`config.mk`:
```
export PLATFORM = sky130hd
export DESIGN_NAME = flash_cmd_front
export DESIGN_NICKNAME = d
export VERILOG_FILES = /design/src/inc/flash_front_pkg.sv /design/src/rtl/flash_cmd_front.sv /design/src/rtl/prot_range_decode.sv
export SDC_FILE = /design/constraint.sdc
export NUM_CORES = 1
export LEC_CHECK = 0
export BUFFER_PORTS_ARGS = -buffer_cell sky130_fd_sc_hd__buf_2
export CORE_MARGIN = 2
export CORE_UTILIZATION = 65
export CTS_BUF_LIST = sky130_fd_sc_hd__clkbuf_2
export CTS_CLUSTER_DIAMETER = 50
export DETAILED_ROUTE_END_ITERATION = 6
export PLACE_DENSITY_LB_ADDON = 0.2
export SLEW_MARGIN = 20
export SYNTH_ARGS = -nofsm -noshare
export SYNTH_HDL_FRONTEND = slang
export SYNTH_SLANG_ARGS = --single-unit
export TNS_END_PERCENT = 50
```
`constraint.sdc`:
```
create_clock -name CLK -period 7.2 [get_ports CLK]
set_clock_uncertainty 0.15 [all_clocks]
set_input_delay 0.72 -clock CLK [delete_from_list [all_inputs] [get_ports CLK]]
set_output_delay 0.72 -clock CLK [all_outputs]
set_load 0.01 [all_outputs]
```
`src/inc/flash_front_pkg.sv`:
```
`default_nettype none
package flash_front_pkg;

	// Pin sampling
	localparam int PIN_W = 6;
	localparam int PIN_CS = 5;
	localparam int PIN_SCK = 4;
	localparam logic [5:0] PIN_IDLE = 6'h20;

	// Array geometry and protection granules
	localparam logic [23:0] MEM_TOP = 24'h3F_FFFF;
	localparam logic [23:0] SIZE_64K = 24'h01_0000;
	localparam logic [23:0] SIZE_4K = 24'h00_1000;
	localparam logic [23:0] ADDR_ONE = 24'h00_0001;
	localparam logic [23:0] MASK_PAGE = 24'h00_00FF;
	localparam logic [23:0] MASK_4K = 24'h00_0FFF;
	localparam logic [23:0] MASK_32K = 24'h00_7FFF;
	localparam logic [23:0] MASK_64K = 24'h00_FFFF;
	localparam logic [23:0] MASK_CHIP = 24'hFF_FFFF;

	// Opcodes
	localparam logic [7:0] OP_WR_STATUS = 8'h01;
	localparam logic [7:0] OP_PAGE_PROG = 8'h02;
	localparam logic [7:0] OP_QUAD_PROG = 8'h32;
	localparam logic [7:0] OP_ERASE_4K = 8'h20;
	localparam logic [7:0] OP_ERASE_32K = 8'h52;
	localparam logic [7:0] OP_ERASE_64K = 8'hD8;
	localparam logic [7:0] OP_CHIP_A = 8'hC7;
	localparam logic [7:0] OP_CHIP_B = 8'h60;
	localparam logic [7:0] OP_OTP_PROG = 8'h42;
	localparam logic [7:0] OP_OTP_ERASE = 8'h44;
	localparam logic [7:0] OP_RD_STATUS = 8'h05;
	localparam logic [7:0] OP_ID_RELEASE = 8'hAB;
	localparam logic [7:0] OP_ID_PAIR = 8'h90;
	localparam logic [7:0] OP_ID_DUAL = 8'h92;
	localparam logic [7:0] OP_ID_QUAD = 8'h94;
	localparam logic [7:0] OP_ID_WORD = 8'h9F;

	// Least byte counts per frame kind, counter limits
	localparam logic [2:0] LEN_CMD = 3'h1;
	localparam logic [2:0] LEN_WSR = 3'h2;
	localparam logic [2:0] LEN_ADDR = 3'h4;
	localparam logic [2:0] LEN_PROG = 3'h5;
	localparam logic [2:0] BYTE_MAX = 3'h7;
	localparam logic [2:0] ID_AFTER = 3'h3;
	localparam logic [2:0] STEP_ONE = 3'h1;
	localparam logic [2:0] STEP_QUAD = 3'h4;

	typedef struct packed {
		logic [7:0] code;
		logic [23:0] addr;
	} op_req_type;

	typedef struct packed {
		logic any;
		logic [23:0] lo;
		logic [23:0] hi;
	} prot_range_type;

	typedef enum logic [1:0] {S_IDLE, S_COLLECT, S_BLOCKED} frame_state_type;

endpackage
`default_nettype wire

```
`src/rtl/flash_cmd_front.sv`:
```
`default_nettype none
module flash_cmd_front import flash_front_pkg::*; #(
	parameter logic [7:0] MAKER_CODE = 8'h5A, // Arbitrary value
	parameter logic [7:0] DEVICE_CODE_BYTE = 8'h3C, // Arbitrary value
	parameter logic [15:0] DEVICE_CODE_WORD = 16'hC3A5 // Arbitrary value
) (
	input wire logic CLK,
	input wire logic RST_N,
	input wire logic CS_N,
	input wire logic SPI_CLK,
	input wire logic [3:0] IO_I,
	output logic [3:0] IO_O,
	output logic [3:0] IO_OE,
	input wire logic QUAD_INSTRUCTION_MODE,
	input wire logic SECTOR_GRANULARITY_SELECT,
	input wire logic TOP_BOTTOM_SELECT,
	input wire logic BLOCK_PROTECT_MSB,
	input wire logic BLOCK_PROTECT_MID,
	input wire logic BLOCK_PROTECT_LSB,
	input wire logic COMPLEMENT_PROTECT,
	input wire logic [7:1] STATUS_BITS,
	input wire logic OP_DONE,
	output logic BUSY,
	output logic OP_START,
	output var op_req_type OP_REQ,
	output logic IGNORED
);
	logic [PIN_W-1:0] pins;
	logic [PIN_W-1:0] lvl;
	logic cs_lvl, sck_lvl, prev_cs_q, prev_sck_q;
	logic [3:0] io_lvl;
	logic cs_fall, cs_rise, sck_rise, sck_fall, byte_done, quad;
	logic [2:0] bit_step, bit_nxt, bit_q, byte_q, need;
	logic [7:0] sh_q, shift_nxt, opcode_q, status_byte;
	logic [23:0] addr_q, mask, tgt_lo, tgt_hi;
	logic is_prog, is_erase, is_chip, is_wsr, is_otp, array_op, is_write;
	logic hit, ok, accept, reject, first_byte, rd_status, id_word, id_late;
	logic load_hit, pend_q, tx_en_q, busy_q, op_start_q, ignored_q;
	logic [23:0] load_val, pend_val_q, tx_q;
	logic [3:0] io_o_q, io_oe_q;
	op_req_type op_req_q;
	prot_range_type prot;
	frame_state_type state_q;

	// Three-stage pin sampling; a level counts once stages two and three agree
	assign pins = {CS_N, SPI_CLK, IO_I};
	for (genvar g = 0; g < PIN_W; g++)
	begin : g_sync
		logic s1_q, s2_q, s3_q, lvl_q;
		always_ff @(posedge CLK or negedge RST_N)
		begin
			if (!RST_N)
			begin
				s1_q <= PIN_IDLE[g];
				s2_q <= PIN_IDLE[g];
				s3_q <= PIN_IDLE[g];
				lvl_q <= PIN_IDLE[g];
			end
			else
			begin
				s1_q <= pins[g];
				s2_q <= s1_q;
				s3_q <= s2_q;
				if (s2_q == s3_q)
					lvl_q <= s3_q;
			end
		end
		assign lvl[g] = lvl_q;
	end

	// Edge detection on filtered levels
	assign cs_lvl = lvl[PIN_CS];
	assign sck_lvl = lvl[PIN_SCK];
	assign io_lvl = lvl[3:0];
	assign cs_fall = prev_cs_q && !cs_lvl;
	assign cs_rise = !prev_cs_q && cs_lvl;
	assign sck_rise = sck_lvl && !prev_sck_q && !cs_lvl;
	assign sck_fall = !sck_lvl && prev_sck_q && !cs_lvl;

	// Bit assembly, MSB first, one or four lines
	assign quad = QUAD_INSTRUCTION_MODE;
	assign bit_step = quad ? STEP_QUAD : STEP_ONE;
	assign bit_nxt = bit_q + bit_step;
	assign shift_nxt = quad ? {sh_q[3:0], io_lvl} : {sh_q[6:0], io_lvl[0]};
	assign byte_done = sck_rise && (bit_nxt == 3'h0) && (state_q != S_IDLE);
	assign first_byte = byte_q == 3'h0;

	// Instruction class of the captured opcode
	assign is_prog = (opcode_q == OP_PAGE_PROG) || (opcode_q == OP_QUAD_PROG);
	assign is_erase = (opcode_q == OP_ERASE_4K) || (opcode_q == OP_ERASE_32K) ||
		(opcode_q == OP_ERASE_64K);
	assign is_chip = (opcode_q == OP_CHIP_A) || (opcode_q == OP_CHIP_B);
	assign is_wsr = opcode_q == OP_WR_STATUS;
	assign is_otp = (opcode_q == OP_OTP_PROG) || (opcode_q == OP_OTP_ERASE);
	assign array_op = is_prog || is_erase || is_chip;
	assign is_write = array_op || is_wsr || is_otp;
	assign need = (is_prog || opcode_q == OP_OTP_PROG) ? LEN_PROG :
		(is_erase || opcode_q == OP_OTP_ERASE) ? LEN_ADDR :
		is_wsr ? LEN_WSR : LEN_CMD;

	// Target range of erase block or program page
	assign mask = is_prog ? MASK_PAGE :
		(opcode_q == OP_ERASE_4K) ? MASK_4K :
		(opcode_q == OP_ERASE_32K) ? MASK_32K :
		(opcode_q == OP_ERASE_64K) ? MASK_64K : MASK_CHIP;
	assign tgt_lo = addr_q & ~mask;
	assign tgt_hi = addr_q | mask;
	assign hit = prot.any && (tgt_lo <= prot.hi) && (tgt_hi >= prot.lo);

	// Completion decision at chip select rising
	assign ok = (bit_q == 3'h0) && (byte_q >= need) && !(array_op && hit);
	assign accept = cs_rise && (state_q == S_COLLECT) && is_write && ok;
	assign reject = cs_rise && ((state_q == S_BLOCKED) ||
		((state_q == S_COLLECT) && is_write && !ok));

	// Readback payload selection
	assign status_byte = {STATUS_BITS, busy_q};
	assign rd_status = first_byte && (shift_nxt == OP_RD_STATUS);
	assign id_word = first_byte && (shift_nxt == OP_ID_WORD) && (state_q == S_COLLECT);
	assign id_late = (byte_q == ID_AFTER) && (state_q == S_COLLECT);
	assign load_hit = byte_done && (rd_status || id_word || (id_late &&
		(opcode_q == OP_ID_RELEASE || opcode_q == OP_ID_PAIR ||
		opcode_q == OP_ID_DUAL || opcode_q == OP_ID_QUAD)));
	assign load_val = rd_status ? {3{status_byte}} :
		id_word ? {MAKER_CODE, DEVICE_CODE_WORD} :
		(opcode_q == OP_ID_RELEASE) ? {3{DEVICE_CODE_BYTE}} :
		{MAKER_CODE, DEVICE_CODE_BYTE, MAKER_CODE};

	prot_range_decode u_decode (
		.sector_granularity_select(SECTOR_GRANULARITY_SELECT),
		.top_bottom_select(TOP_BOTTOM_SELECT),
		.block_protect({BLOCK_PROTECT_MSB, BLOCK_PROTECT_MID, BLOCK_PROTECT_LSB}),
		.complement_protect(COMPLEMENT_PROTECT),
		.prot(prot)
	);

	// Frame state and byte collection
	always_ff @(posedge CLK or negedge RST_N)
	begin
		if (!RST_N)
		begin
			state_q <= S_IDLE;
			bit_q <= '0;
			byte_q <= '0;
			sh_q <= '0;
			opcode_q <= '0;
			addr_q <= '0;
		end
		else if (cs_fall)
		begin
			state_q <= busy_q ? S_BLOCKED : S_COLLECT;
			bit_q <= '0;
			byte_q <= '0;
		end
		else if (cs_rise)
		begin
			state_q <= S_IDLE;
			bit_q <= '0;
			byte_q <= '0;
		end
		else if (sck_rise && state_q != S_IDLE)
		begin
			bit_q <= bit_nxt;
			sh_q <= shift_nxt;
			if (byte_done)
			begin
				byte_q <= (byte_q == BYTE_MAX) ? byte_q : byte_q + 3'h1;
				if (first_byte)
					opcode_q <= shift_nxt;
				if (!first_byte && byte_q <= ID_AFTER)
					addr_q <= {addr_q[15:0], shift_nxt};
				if (state_q == S_BLOCKED && rd_status)
					state_q <= S_COLLECT;
			end
		end
	end

	// Output shifter, advanced on falling serial clock
	always_ff @(posedge CLK or negedge RST_N)
	begin
		if (!RST_N)
		begin
			pend_q <= 1'h0;
			pend_val_q <= '0;
			tx_q <= '0;
			tx_en_q <= 1'h0;
		end
		else if (cs_rise || cs_fall)
		begin
			pend_q <= 1'h0;
			tx_en_q <= 1'h0;
		end
		else if (load_hit)
		begin
			pend_q <= 1'h1;
			pend_val_q <= load_val;
		end
		else if (sck_fall && pend_q)
		begin
			pend_q <= 1'h0;
			tx_q <= pend_val_q;
			tx_en_q <= 1'h1;
		end
		else if (sck_fall && tx_en_q)
			tx_q <= quad ? {tx_q[19:0], 4'h0} : {tx_q[22:0], 1'h0};
	end

	// Busy flag and operation hand-off
	always_ff @(posedge CLK or negedge RST_N)
	begin
		if (!RST_N)
		begin
			busy_q <= 1'h0;
			op_start_q <= 1'h0;
			ignored_q <= 1'h0;
			op_req_q <= '0;
		end
		else
		begin
			op_start_q <= accept;
			ignored_q <= reject;
			if (accept)
				op_req_q <= '{code: opcode_q, addr: addr_q};
			if (accept)
				busy_q <= 1'h1;
			else if (OP_DONE)
				busy_q <= 1'h0;
		end
	end

	// Pin drivers and edge history
	always_ff @(posedge CLK or negedge RST_N)
	begin
		if (!RST_N)
		begin
			prev_cs_q <= 1'h1;
			prev_sck_q <= 1'h0;
			io_o_q <= '0;
			io_oe_q <= '0;
		end
		else
		begin
			prev_cs_q <= cs_lvl;
			prev_sck_q <= sck_lvl;
			io_o_q <= quad ? tx_q[23:20] : {2'h0, tx_q[23], 1'h0};
			io_oe_q <= (tx_en_q && !cs_lvl) ? (quad ? 4'hF : 4'h2) : 4'h0;
		end
	end

	assign IO_O = io_o_q;
	assign IO_OE = io_oe_q;
	assign BUSY = busy_q;
	assign OP_START = op_start_q;
	assign OP_REQ = op_req_q;
	assign IGNORED = ignored_q;
endmodule // flash_cmd_front
`default_nettype wire

```
`src/rtl/prot_range_decode.sv`:
```
`default_nettype none
module prot_range_decode import flash_front_pkg::*; (
	input wire logic sector_granularity_select,
	input wire logic top_bottom_select,
	input wire logic [2:0] block_protect,
	input wire logic complement_protect,
	output var prot_range_type prot
);
	logic code_none;
	logic code_all;
	logic [2:0] shift_amt;
	logic [23:0] size;
	logic [23:0] base_lo;
	logic [23:0] base_hi;
	logic [23:0] inv_lo;
	logic [23:0] inv_hi;

	// Extreme codes
	assign code_none = block_protect == 3'h0;
	assign code_all = block_protect == 3'h7;

	// Granule size; 4KB steps stop at 32KB
	assign shift_amt = (sector_granularity_select && block_protect[2]) ? 3'h3 :
		block_protect - 3'h1;
	assign size = (sector_granularity_select ? SIZE_4K : SIZE_64K) << shift_amt;

	// Plain region from top or bottom end
	assign base_lo = top_bottom_select ? '0 : (MEM_TOP - size) + ADDR_ONE;
	assign base_hi = top_bottom_select ? size - ADDR_ONE : MEM_TOP;

	// Complement of the plain region, still contiguous
	assign inv_lo = top_bottom_select ? size : '0;
	assign inv_hi = top_bottom_select ? MEM_TOP : MEM_TOP - size;

	logic any_w;
	logic [23:0] lo_w;
	logic [23:0] hi_w;

	// Final range selection, one driver for the whole struct
	assign any_w = complement_protect ? !code_all : !code_none;
	assign lo_w = (code_all || code_none) ? '0 :
		(complement_protect ? inv_lo : base_lo);
	assign hi_w = (code_all || code_none) ? MEM_TOP :
		(complement_protect ? inv_hi : base_hi);
	assign prot = '{any: any_w, lo: lo_w, hi: hi_w};

endmodule // prot_range_decode
`default_nettype wire

```
* Yosys cells after proc, flatten, opt, wreduce, memory -nomap -nowiden
Cells that the tools add are included.
** Cells by class
- Add/subtract/negate cells :: 6
- Magnitude comparators :: 4
- Equality and inequality tests :: 29
- Shift operators :: 1
- Muxes and demuxes :: 51
- Bitwise operators :: 7
- Reductions and logical operators :: 80
** Operators with widths (count)
- 2-to-1 mux 24 bit :: 16
- equality test 8 bit (second input constant) :: 7
- 2-to-1 mux 23 bit :: 2
- 2-to-1 mux 3 bit :: 12
- equality test 8 x 7 -> 1 bit (second input constant) :: 4
- logical AND 1 bit :: 32
- adder 24 x 1 -> 24 bit (second input constant) :: 1
- AND 24 bit :: 1
- greater-or-equal comparator 24 bit :: 1
- less-or-equal comparator 24 bit :: 1
- NOT 24 bit :: 1
- bitwise OR 24 bit :: 1
- left shift 24 x 3 -> 24 bit :: 1
- subtractor 22 x 24 -> 24 bit (first input constant) :: 1
- subtractor 24 x 1 -> 24 bit (second input constant) :: 1
- logical OR 1 bit :: 19
- 2-to-1 mux 17 bit :: 1
- equality test 8 x 6 -> 1 bit (second input constant) :: 2
- 2-to-1 mux 2 bit :: 7
- zero test 3 bit :: 4
- 2-to-1 mux 4 bit :: 3
- AND reduction 3 bit :: 4
- nonzero test 3 bit :: 4
- AND reduction 5 bit :: 2
- 21 further kinds :: 50
** Word-level totals
- Register bits :: 166
- Input port bits :: 23
- Output and inout bits :: 43
- Word-level logic and storage cells :: 221

* Depth between registers and ports, before layout
- Depth in word-level cells :: 17
- Gate-level depth with buffers :: 22
- Mapped depth without buffers :: 19

* Cells and area by module
Synthesis repeated with hierarchy kept, for this count alone.
** Unflattened totals
- Cells, all modules :: 914
- Area, all modules :: 9230.1 um2
** Modules (own cells, without submodules)
- flash_cmd_front :: instances 1, cells an instance 769, area each 8184.1 um2, sequential area each 4010.1 um2
- prot_range_decode :: instances 1, cells an instance 145, area each 1046.0 um2, sequential area each 0.0 um2

* Worst setup path before layout
Ideal clock, no wire load.
- Path type :: input to register
- Start point :: input BLOCK_PROTECT_MSB
- End point :: register op_req_q, in the netlist OP_REQ[23]
- Library setup time :: 0.127 ns
- Data arrival time :: 4.395 ns
- Data required time :: 6.923 ns
- Slack :: 2.528 ns
- Stages :: 19
- Path buffers :: 4
- Path through :: clkbuf_1 inv_1 ha_1 clkbuf_1 nand4b_1 nand2b_1 ha_1 clkbuf_1 xnor2_1 o22ai_1 nand2_1 ha_1 a211oi_1 a211oi_1 o221a_2 nor3_1 o311ai_4 buf_6 mux2_1
** Between the ends
- Longest elaborated chain between the ends :: 14
- Elaborated cells between the ends (all ways) :: 29
- Classes of those cells :: add/sub (4); order compare (2); eq/ne (1); shift (1); mux (10); reduce/logical (11)
** RTL lines
- from (decl) :: RTL line flash_cmd_front.sv:17 : input wire logic BLOCK_PROTECT_MSB,
- subtractor 3 x 1 -> 3 bit or logical AND 1 bit (tied branches) :: RTL line prot_range_decode.sv:24, prot_range_decode.sv:23
- 2-to-1 mux 3 bit :: RTL line prot_range_decode.sv:23 : assign shift_amt = (sector_granularity_select && block_protect[2]) ? 3'h3 :
- left shift 24 x 3 -> 24 bit :: RTL line prot_range_decode.sv:25 : assign size = (sector_granularity_select ? SIZE_4K : SIZE_64K) << shift_amt;
- subtractor 22 x 24 -> 24 bit or subtractor 24 x 1 -> 24 bit (tied branches) :: RTL line prot_range_decode.sv:28, prot_range_decode.sv:33, prot_range_decode.sv:29
- adder 24 x 1 -> 24 bit (tied with other cells) :: RTL line prot_range_decode.sv:28 : assign base_lo = top_bottom_select ? '0 : (MEM_TOP - size) + ADDR_ONE;
- 2-to-1 mux 24 bit (on tied branches) :: RTL line prot_range_decode.sv:28, prot_range_decode.sv:44
- 2-to-1 mux 24 bit (on tied branches) :: RTL line prot_range_decode.sv:42, prot_range_decode.sv:43
- 2-to-1 mux 24 bit or less-or-equal comparator 24 bit (tied branches) :: RTL line prot_range_decode.sv:41, flash_cmd_front.sv:108
- greater-or-equal comparator 24 bit or logical AND 1 bit (tied branches) :: RTL line flash_cmd_front.sv:108 : assign hit = prot.any && (tgt_lo <= prot.hi) && (tgt_hi >= prot.lo);
- logical AND 1 bit (*) :: RTL line flash_cmd_front.sv:108
- logical AND 1 bit (*) :: RTL line flash_cmd_front.sv:111 : assign ok = (bit_q == 3'h0) && (byte_q >= need) && !(array_op && hit);
- zero test 1 bit (*) :: RTL line flash_cmd_front.sv:111
- logical AND 1 bit (*) :: RTL line flash_cmd_front.sv:111
- logical AND 1 bit (*) :: RTL line flash_cmd_front.sv:112 : assign accept = cs_rise && (state_q == S_COLLECT) && is_write && ok;
- to (signal assigned) :: RTL line flash_cmd_front.sv:223 : op_req_q <= '{code: opcode_q, addr: addr_q};
- to (decl) :: RTL line flash_cmd_front.sv:41 : op_req_type op_req_q;
Mark *: on every way between the ends. The rest lies on a longest branch, timed or not.
A chain may end at the register's enable or synchronous reset.

* Final worst setup path
- Start point :: input BLOCK_PROTECT_LSB
- End point :: register op_req_q, in the netlist OP_REQ[1]
** Between the ends
- Longest elaborated chain between the ends :: 14
- Elaborated cells between the ends (all ways) :: 28
- Classes of those cells :: add/sub (4); order compare (2); eq/ne (1); shift (1); mux (10); reduce/logical (10)
** RTL lines
- from (decl) :: RTL line flash_cmd_front.sv:19 : input wire logic BLOCK_PROTECT_LSB,
- subtractor 3 x 1 -> 3 bit :: RTL line prot_range_decode.sv:24 : block_protect - 3'h1;
- 2-to-1 mux 3 bit :: RTL line prot_range_decode.sv:23
- left shift 24 x 3 -> 24 bit :: RTL line prot_range_decode.sv:25
- subtractor 22 x 24 -> 24 bit or subtractor 24 x 1 -> 24 bit (tied branches) :: RTL line prot_range_decode.sv:28, prot_range_decode.sv:33, prot_range_decode.sv:29
- adder 24 x 1 -> 24 bit (tied with other cells) :: RTL line prot_range_decode.sv:28
- 2-to-1 mux 24 bit (on tied branches) :: RTL line prot_range_decode.sv:28, prot_range_decode.sv:44
- 2-to-1 mux 24 bit (on tied branches) :: RTL line prot_range_decode.sv:42, prot_range_decode.sv:43
- 2-to-1 mux 24 bit or less-or-equal comparator 24 bit (tied branches) :: RTL line prot_range_decode.sv:41, flash_cmd_front.sv:108
- greater-or-equal comparator 24 bit or logical AND 1 bit (tied branches) :: RTL line flash_cmd_front.sv:108
- logical AND 1 bit (*) :: RTL line flash_cmd_front.sv:108
- logical AND 1 bit (*) :: RTL line flash_cmd_front.sv:111
- zero test 1 bit (*) :: RTL line flash_cmd_front.sv:111
- logical AND 1 bit (*) :: RTL line flash_cmd_front.sv:111
- logical AND 1 bit (*) :: RTL line flash_cmd_front.sv:112
Marks and branches as above.

==> impl_metrics.py <==
metrics = {
    "run_status": {
        "status": "finished clean",
    },
    "setup_path": {
        "crit_path_class": "in2reg",
        "cp_slowest_cell": "sky130_fd_sc_hd__ha_1",
        "crit_chain": "buf_2 > inv_1 > ha_1 > ha_1 > nand4b_1 > nand2b_1 > ha_1 > o21ai_0 > nand3_1 > o21a_1 > o22ai_1 > nand2_1 > ha_1 > nand4_1 > nor3_1 > nand4_1 > nand4_1 > o311ai_4 > buf_4 > mux2_2",
        "cp_data_required_time_ps": 7670,
        "rr_startpoint": "opcode_q[5]",
        "r2r_setup_slack_ps": 2710,
        "worst_r2r_endpoint": "OP_REQ[1]",
        "reg2reg_depth": 12,
        "worst_setup_path_end_kind": "flip-flop",
        "critPathArrivalTime_ps": 5160,
        "critical-path-top-cell-by-count": "sky130_fd_sc_hd__ha_1",
        "timing.critical_path.fanout_max": 34,
        "slowest_delay_ps": 440,
        "worst_setup_path_start_kind": "primary input",
    },
    "drt": {
        "vias": 6391,
        "drt-wirelength-per-cell_microns": 17.5,
        "first_iter_violations": 609,
        "wirelength_met1_microns": 8230,
        "drt_first_pass_iters": 5,
        "wl_met3_microns": 813,
        "ant_nets_after_route": 0,
        "postRouteWirelength_microns": 18700,
        "drc_errors_left": 0,
        "wl_met2_microns": 9350,
        "detail_route.vias_per_cell": 5.95,
        "highest_routed_layer": "met4",
    },
    "pwr": {
        "total_power_mw": 2.48,
        "p_clk_frac": 0.214,
        "combinationalPowerShare": 0.286,
        "power_density_cells_nw_per_um2": 270,
        "power.internal_mw": 1.56,
        "power_switching_mw": 0.915,
        "vdd_ir_drop_max_mv": 0.316,
        "share_seq_of_total_power": 0.500,
        "power_leakage_nw": 4.35,
        "power_switching_share": 0.369,
    },
    "sta": {
        "finalSetupViolCount": 0,
        "worst_hold_slack_ps": 92.6,
        "finalWorstSetupSlack_ps": 2510,
        "slew_viol_final": 0,
        "grt_setup_unrepaired": "false",
        "final.setup.tns_ps": 0,
        "fin_crit_sh": 0.651,
        "worst_pin_slew_ps": 988,
        "final_hold_viol_count": 0,
        "period_minus_slack_ps": 4690,
        "worst_slew_margin_rel": 0.342,
        "max_freq_ghz": 0.213,
    },
    "logic_synthesis": {
        "synth_enable_flop_cells": 0,
        "yosys-top-cells-area": "sky130_fd_sc_hd__dfrtp_1 (46%), sky130_fd_sc_hd__mux2_2 (6.9%), sky130_fd_sc_hd__ha_1 (5.8%)",
        "yosys.cell_types.count": 67,
        "yosysTopAreaCell": "sky130_fd_sc_hd__dfrtp_1",
        "synth_warnings": 0,
        "ys_seq_elements": 160,
        "syn-mean-instance-area_sq_um": 10.0,
        "syn-instance-count": 842,
        "synthesis.nets": 904,
        "async_flop_share": 1.00,
        "mappedNetlistArea_sq_um": 8440,
        "ys_top_cells_by_count": "sky130_fd_sc_hd__dfrtp_1 (155), sky130_fd_sc_hd__nand2_1 (86), sky130_fd_sc_hd__a21oi_1 (63), sky130_fd_sc_hd__nor2_1 (60), sky130_fd_sc_hd__o21ai_0 (58)",
        "synth_flop_cell": "sky130_fd_sc_hd__dfrtp_1",
        "netlist.area_leader.share": 0.459,
        "yosysSeqAreaShare": 0.475,
        "synthMostInstantiatedCell": "sky130_fd_sc_hd__dfrtp_1",
    },
    "placement": {
        "detailed_place.area_sq_um": 8820,
        "place_ws_ps": 1880,
        "dp.final_hpwl_microns": 13300,
        "io_buffer_count": 65,
        "gpl.final_weighted_congestion": 0.839,
        "post-place-cells": 1034,
    },
    "floorplanning": {
        "design.portCount": 66,
        "fp-row-count": 41,
        "initial_core_utilization": 0.666,
        "die_area_sq_um": 13900,
        "die_width_microns": 118,
        "die_y_microns": 118,
        "design.core.area_sq_um": 12700,
    },
    "final_layout": {
        "post-route-util": 0.724,
        "design_area_sq_um": 9170,
        "final_nets": 951,
        "finalNonFillerCells": 1074,
        "antenna_cells": 0,
        "drive_gt1_frac": 0.211,
        "area_delta_synth_final_pct": 8.65,
    },
    "cts": {
        "clock_insertion_delay_worst_skew_ps": 750,
        "cts_made_buffers": 17,
        "tritoncts_clock_tree": "built",
        "root_buffer_master": "sky130_fd_sc_hd__clkbuf_2",
        "cts_resized": 0,
        "cts-root-to-sink-buffers": 2,
        "count_of_h_tree_levels_built_during_cts": 4,
        "cts_num_sinks": 160,
        "clk_pin_slew_worst_paths_ps": 230,
    },
    "grt": {
        "first_global_vias": 6300,
        "grtUsageTotal": 0.282,
        "grt_antenna_before_repair": 0,
        "gr-total-overflow": 0,
        "grt_first_pass_wirelength_microns": 31400,
        "grt_start_max_net_pins": 84,
    },
    "worst_hold_path": {
        "hold_end": "pend_val_q[20]",
        "min-delay-start": "STATUS_BITS[4]",
        "timing.hold.worst.class": "in2reg",
        "min_path_cells": 3,
    },
    "job": {
        "max_capacitance_violation_count": 0,
    },
}
==> cells by family after synthesis <==
| family | count (synthesis) | synth area share |
|---|---|---|
| flip-flops | 160 | 0.475 |
| AO/OA/AOI/OAI | 197 | 0.146 |
| buffers and inverters | 74 | 0.0391 |
| adder cells (fa/ha/maj) | 45 | 0.0649 |
| AND/OR/NAND/NOR | 280 | 0.166 |
| XOR/XNOR | 10 | 0.0120 |
| multiplexers | 76 | 0.0980 |
==> worst max-delay path by stage <==
stage	start	endpoint	slack [ps]	cells past startpoint
final	BLOCK_PROTECT_LSB	OP_REQ[1]	2510	20
after global routing	BLOCK_PROTECT_LSB	OP_REQ[7]	2270	18
after CTS	BLOCK_PROTECT_LSB	OP_REQ[7]	2670	20
after detailed placement	BLOCK_PROTECT_LSB	OP_REQ[23]	1880	18
after global placement	BLOCK_PROTECT_LSB	OP_REQ[23]	1960	17
after floorplan	BLOCK_PROTECT_MSB	OP_REQ[23]	2530	19
==> power groups by stage <==
| stage | Clock (mW) | Sequential (mW) | Combinational (mW) |
|---|---|---|---|
| after floorplan | 0 | 1.18 | 0.537 |
| after global placement | 0 | 1.24 | 0.665 |
| after detailed placement | 0 | 1.25 | 0.703 |
| after CTS | 0.542 | 1.23 | 0.713 |
| after global routing | 0.580 | 1.26 | 0.795 |
| final | 0.530 | 1.24 | 0.710 |
==> registers in the layout (all words and copies together) (netlist names), 2 cells and up <==
signal,flops
bit_q,3
addr_q,24
sh_q,7
IO_O,4
IO_OE,2
g_sync.s2_q,6
g_sync.s1_q,6
g_sync.lvl_q,5
opcode_q,8
tx_q,24
state_q,2
pend_val_q,20
g_sync.s3_q,6
byte_q,3
OP_REQ,32
==> worst max-delay path, delay by kind of cell <==
family                   cells  cell delay, ps
buffers and inverters        3             830
AO/OA/AOI/OAI                4             810
adder cells (fa/ha/maj)      4            1260
AND/OR/NAND/NOR              8            1100
multiplexers                 1             400
==> final cells by class <==
type / instances / area [sq um]
sequential: 160 / 4010
clock inverter: 15 / 183
multi-input combinational: 608 / 4120
timing repair buffer: 83 / 487
clock buffer: 17 / 85.1
inverter: 19 / 71.3
tap: 172 / 215
fill: 914 / 3500
==> cells in the final DEF, fill, tap and decap left out, types with 17 or more instances in the layout <==
cell type                  count
sky130_fd_sc_hd__nor2b_1      29
sky130_fd_sc_hd__buf_2        64
sky130_fd_sc_hd__a21oi_1      63
sky130_fd_sc_hd__mux2i_1      23
sky130_fd_sc_hd__nand2_1      86
sky130_fd_sc_hd__nor2_1       60
sky130_fd_sc_hd__nand3_1      22
sky130_fd_sc_hd__ha_1         39
sky130_fd_sc_hd__clkbuf_2     17
sky130_fd_sc_hd__inv_1        19
sky130_fd_sc_hd__dfrtp_1     155
sky130_fd_sc_hd__o21ai_0      58
sky130_fd_sc_hd__mux2_2       52
==> metal layers <==
layer  global-route usage  vias up
met5                    0        -
met4                0.105        0
met3               0.0557       31
met2                0.457      172
met1                0.378     3106
li1                     -     3082
==> what timing repair did <==
| item | CTS | global route |
|---|---|---|
| hold buffers | 8 | 0 |
| setup buffers | 0 | 0 |
| hold endpoints to repair | 84 | 0 |
(Power assumes the default switching activity.)
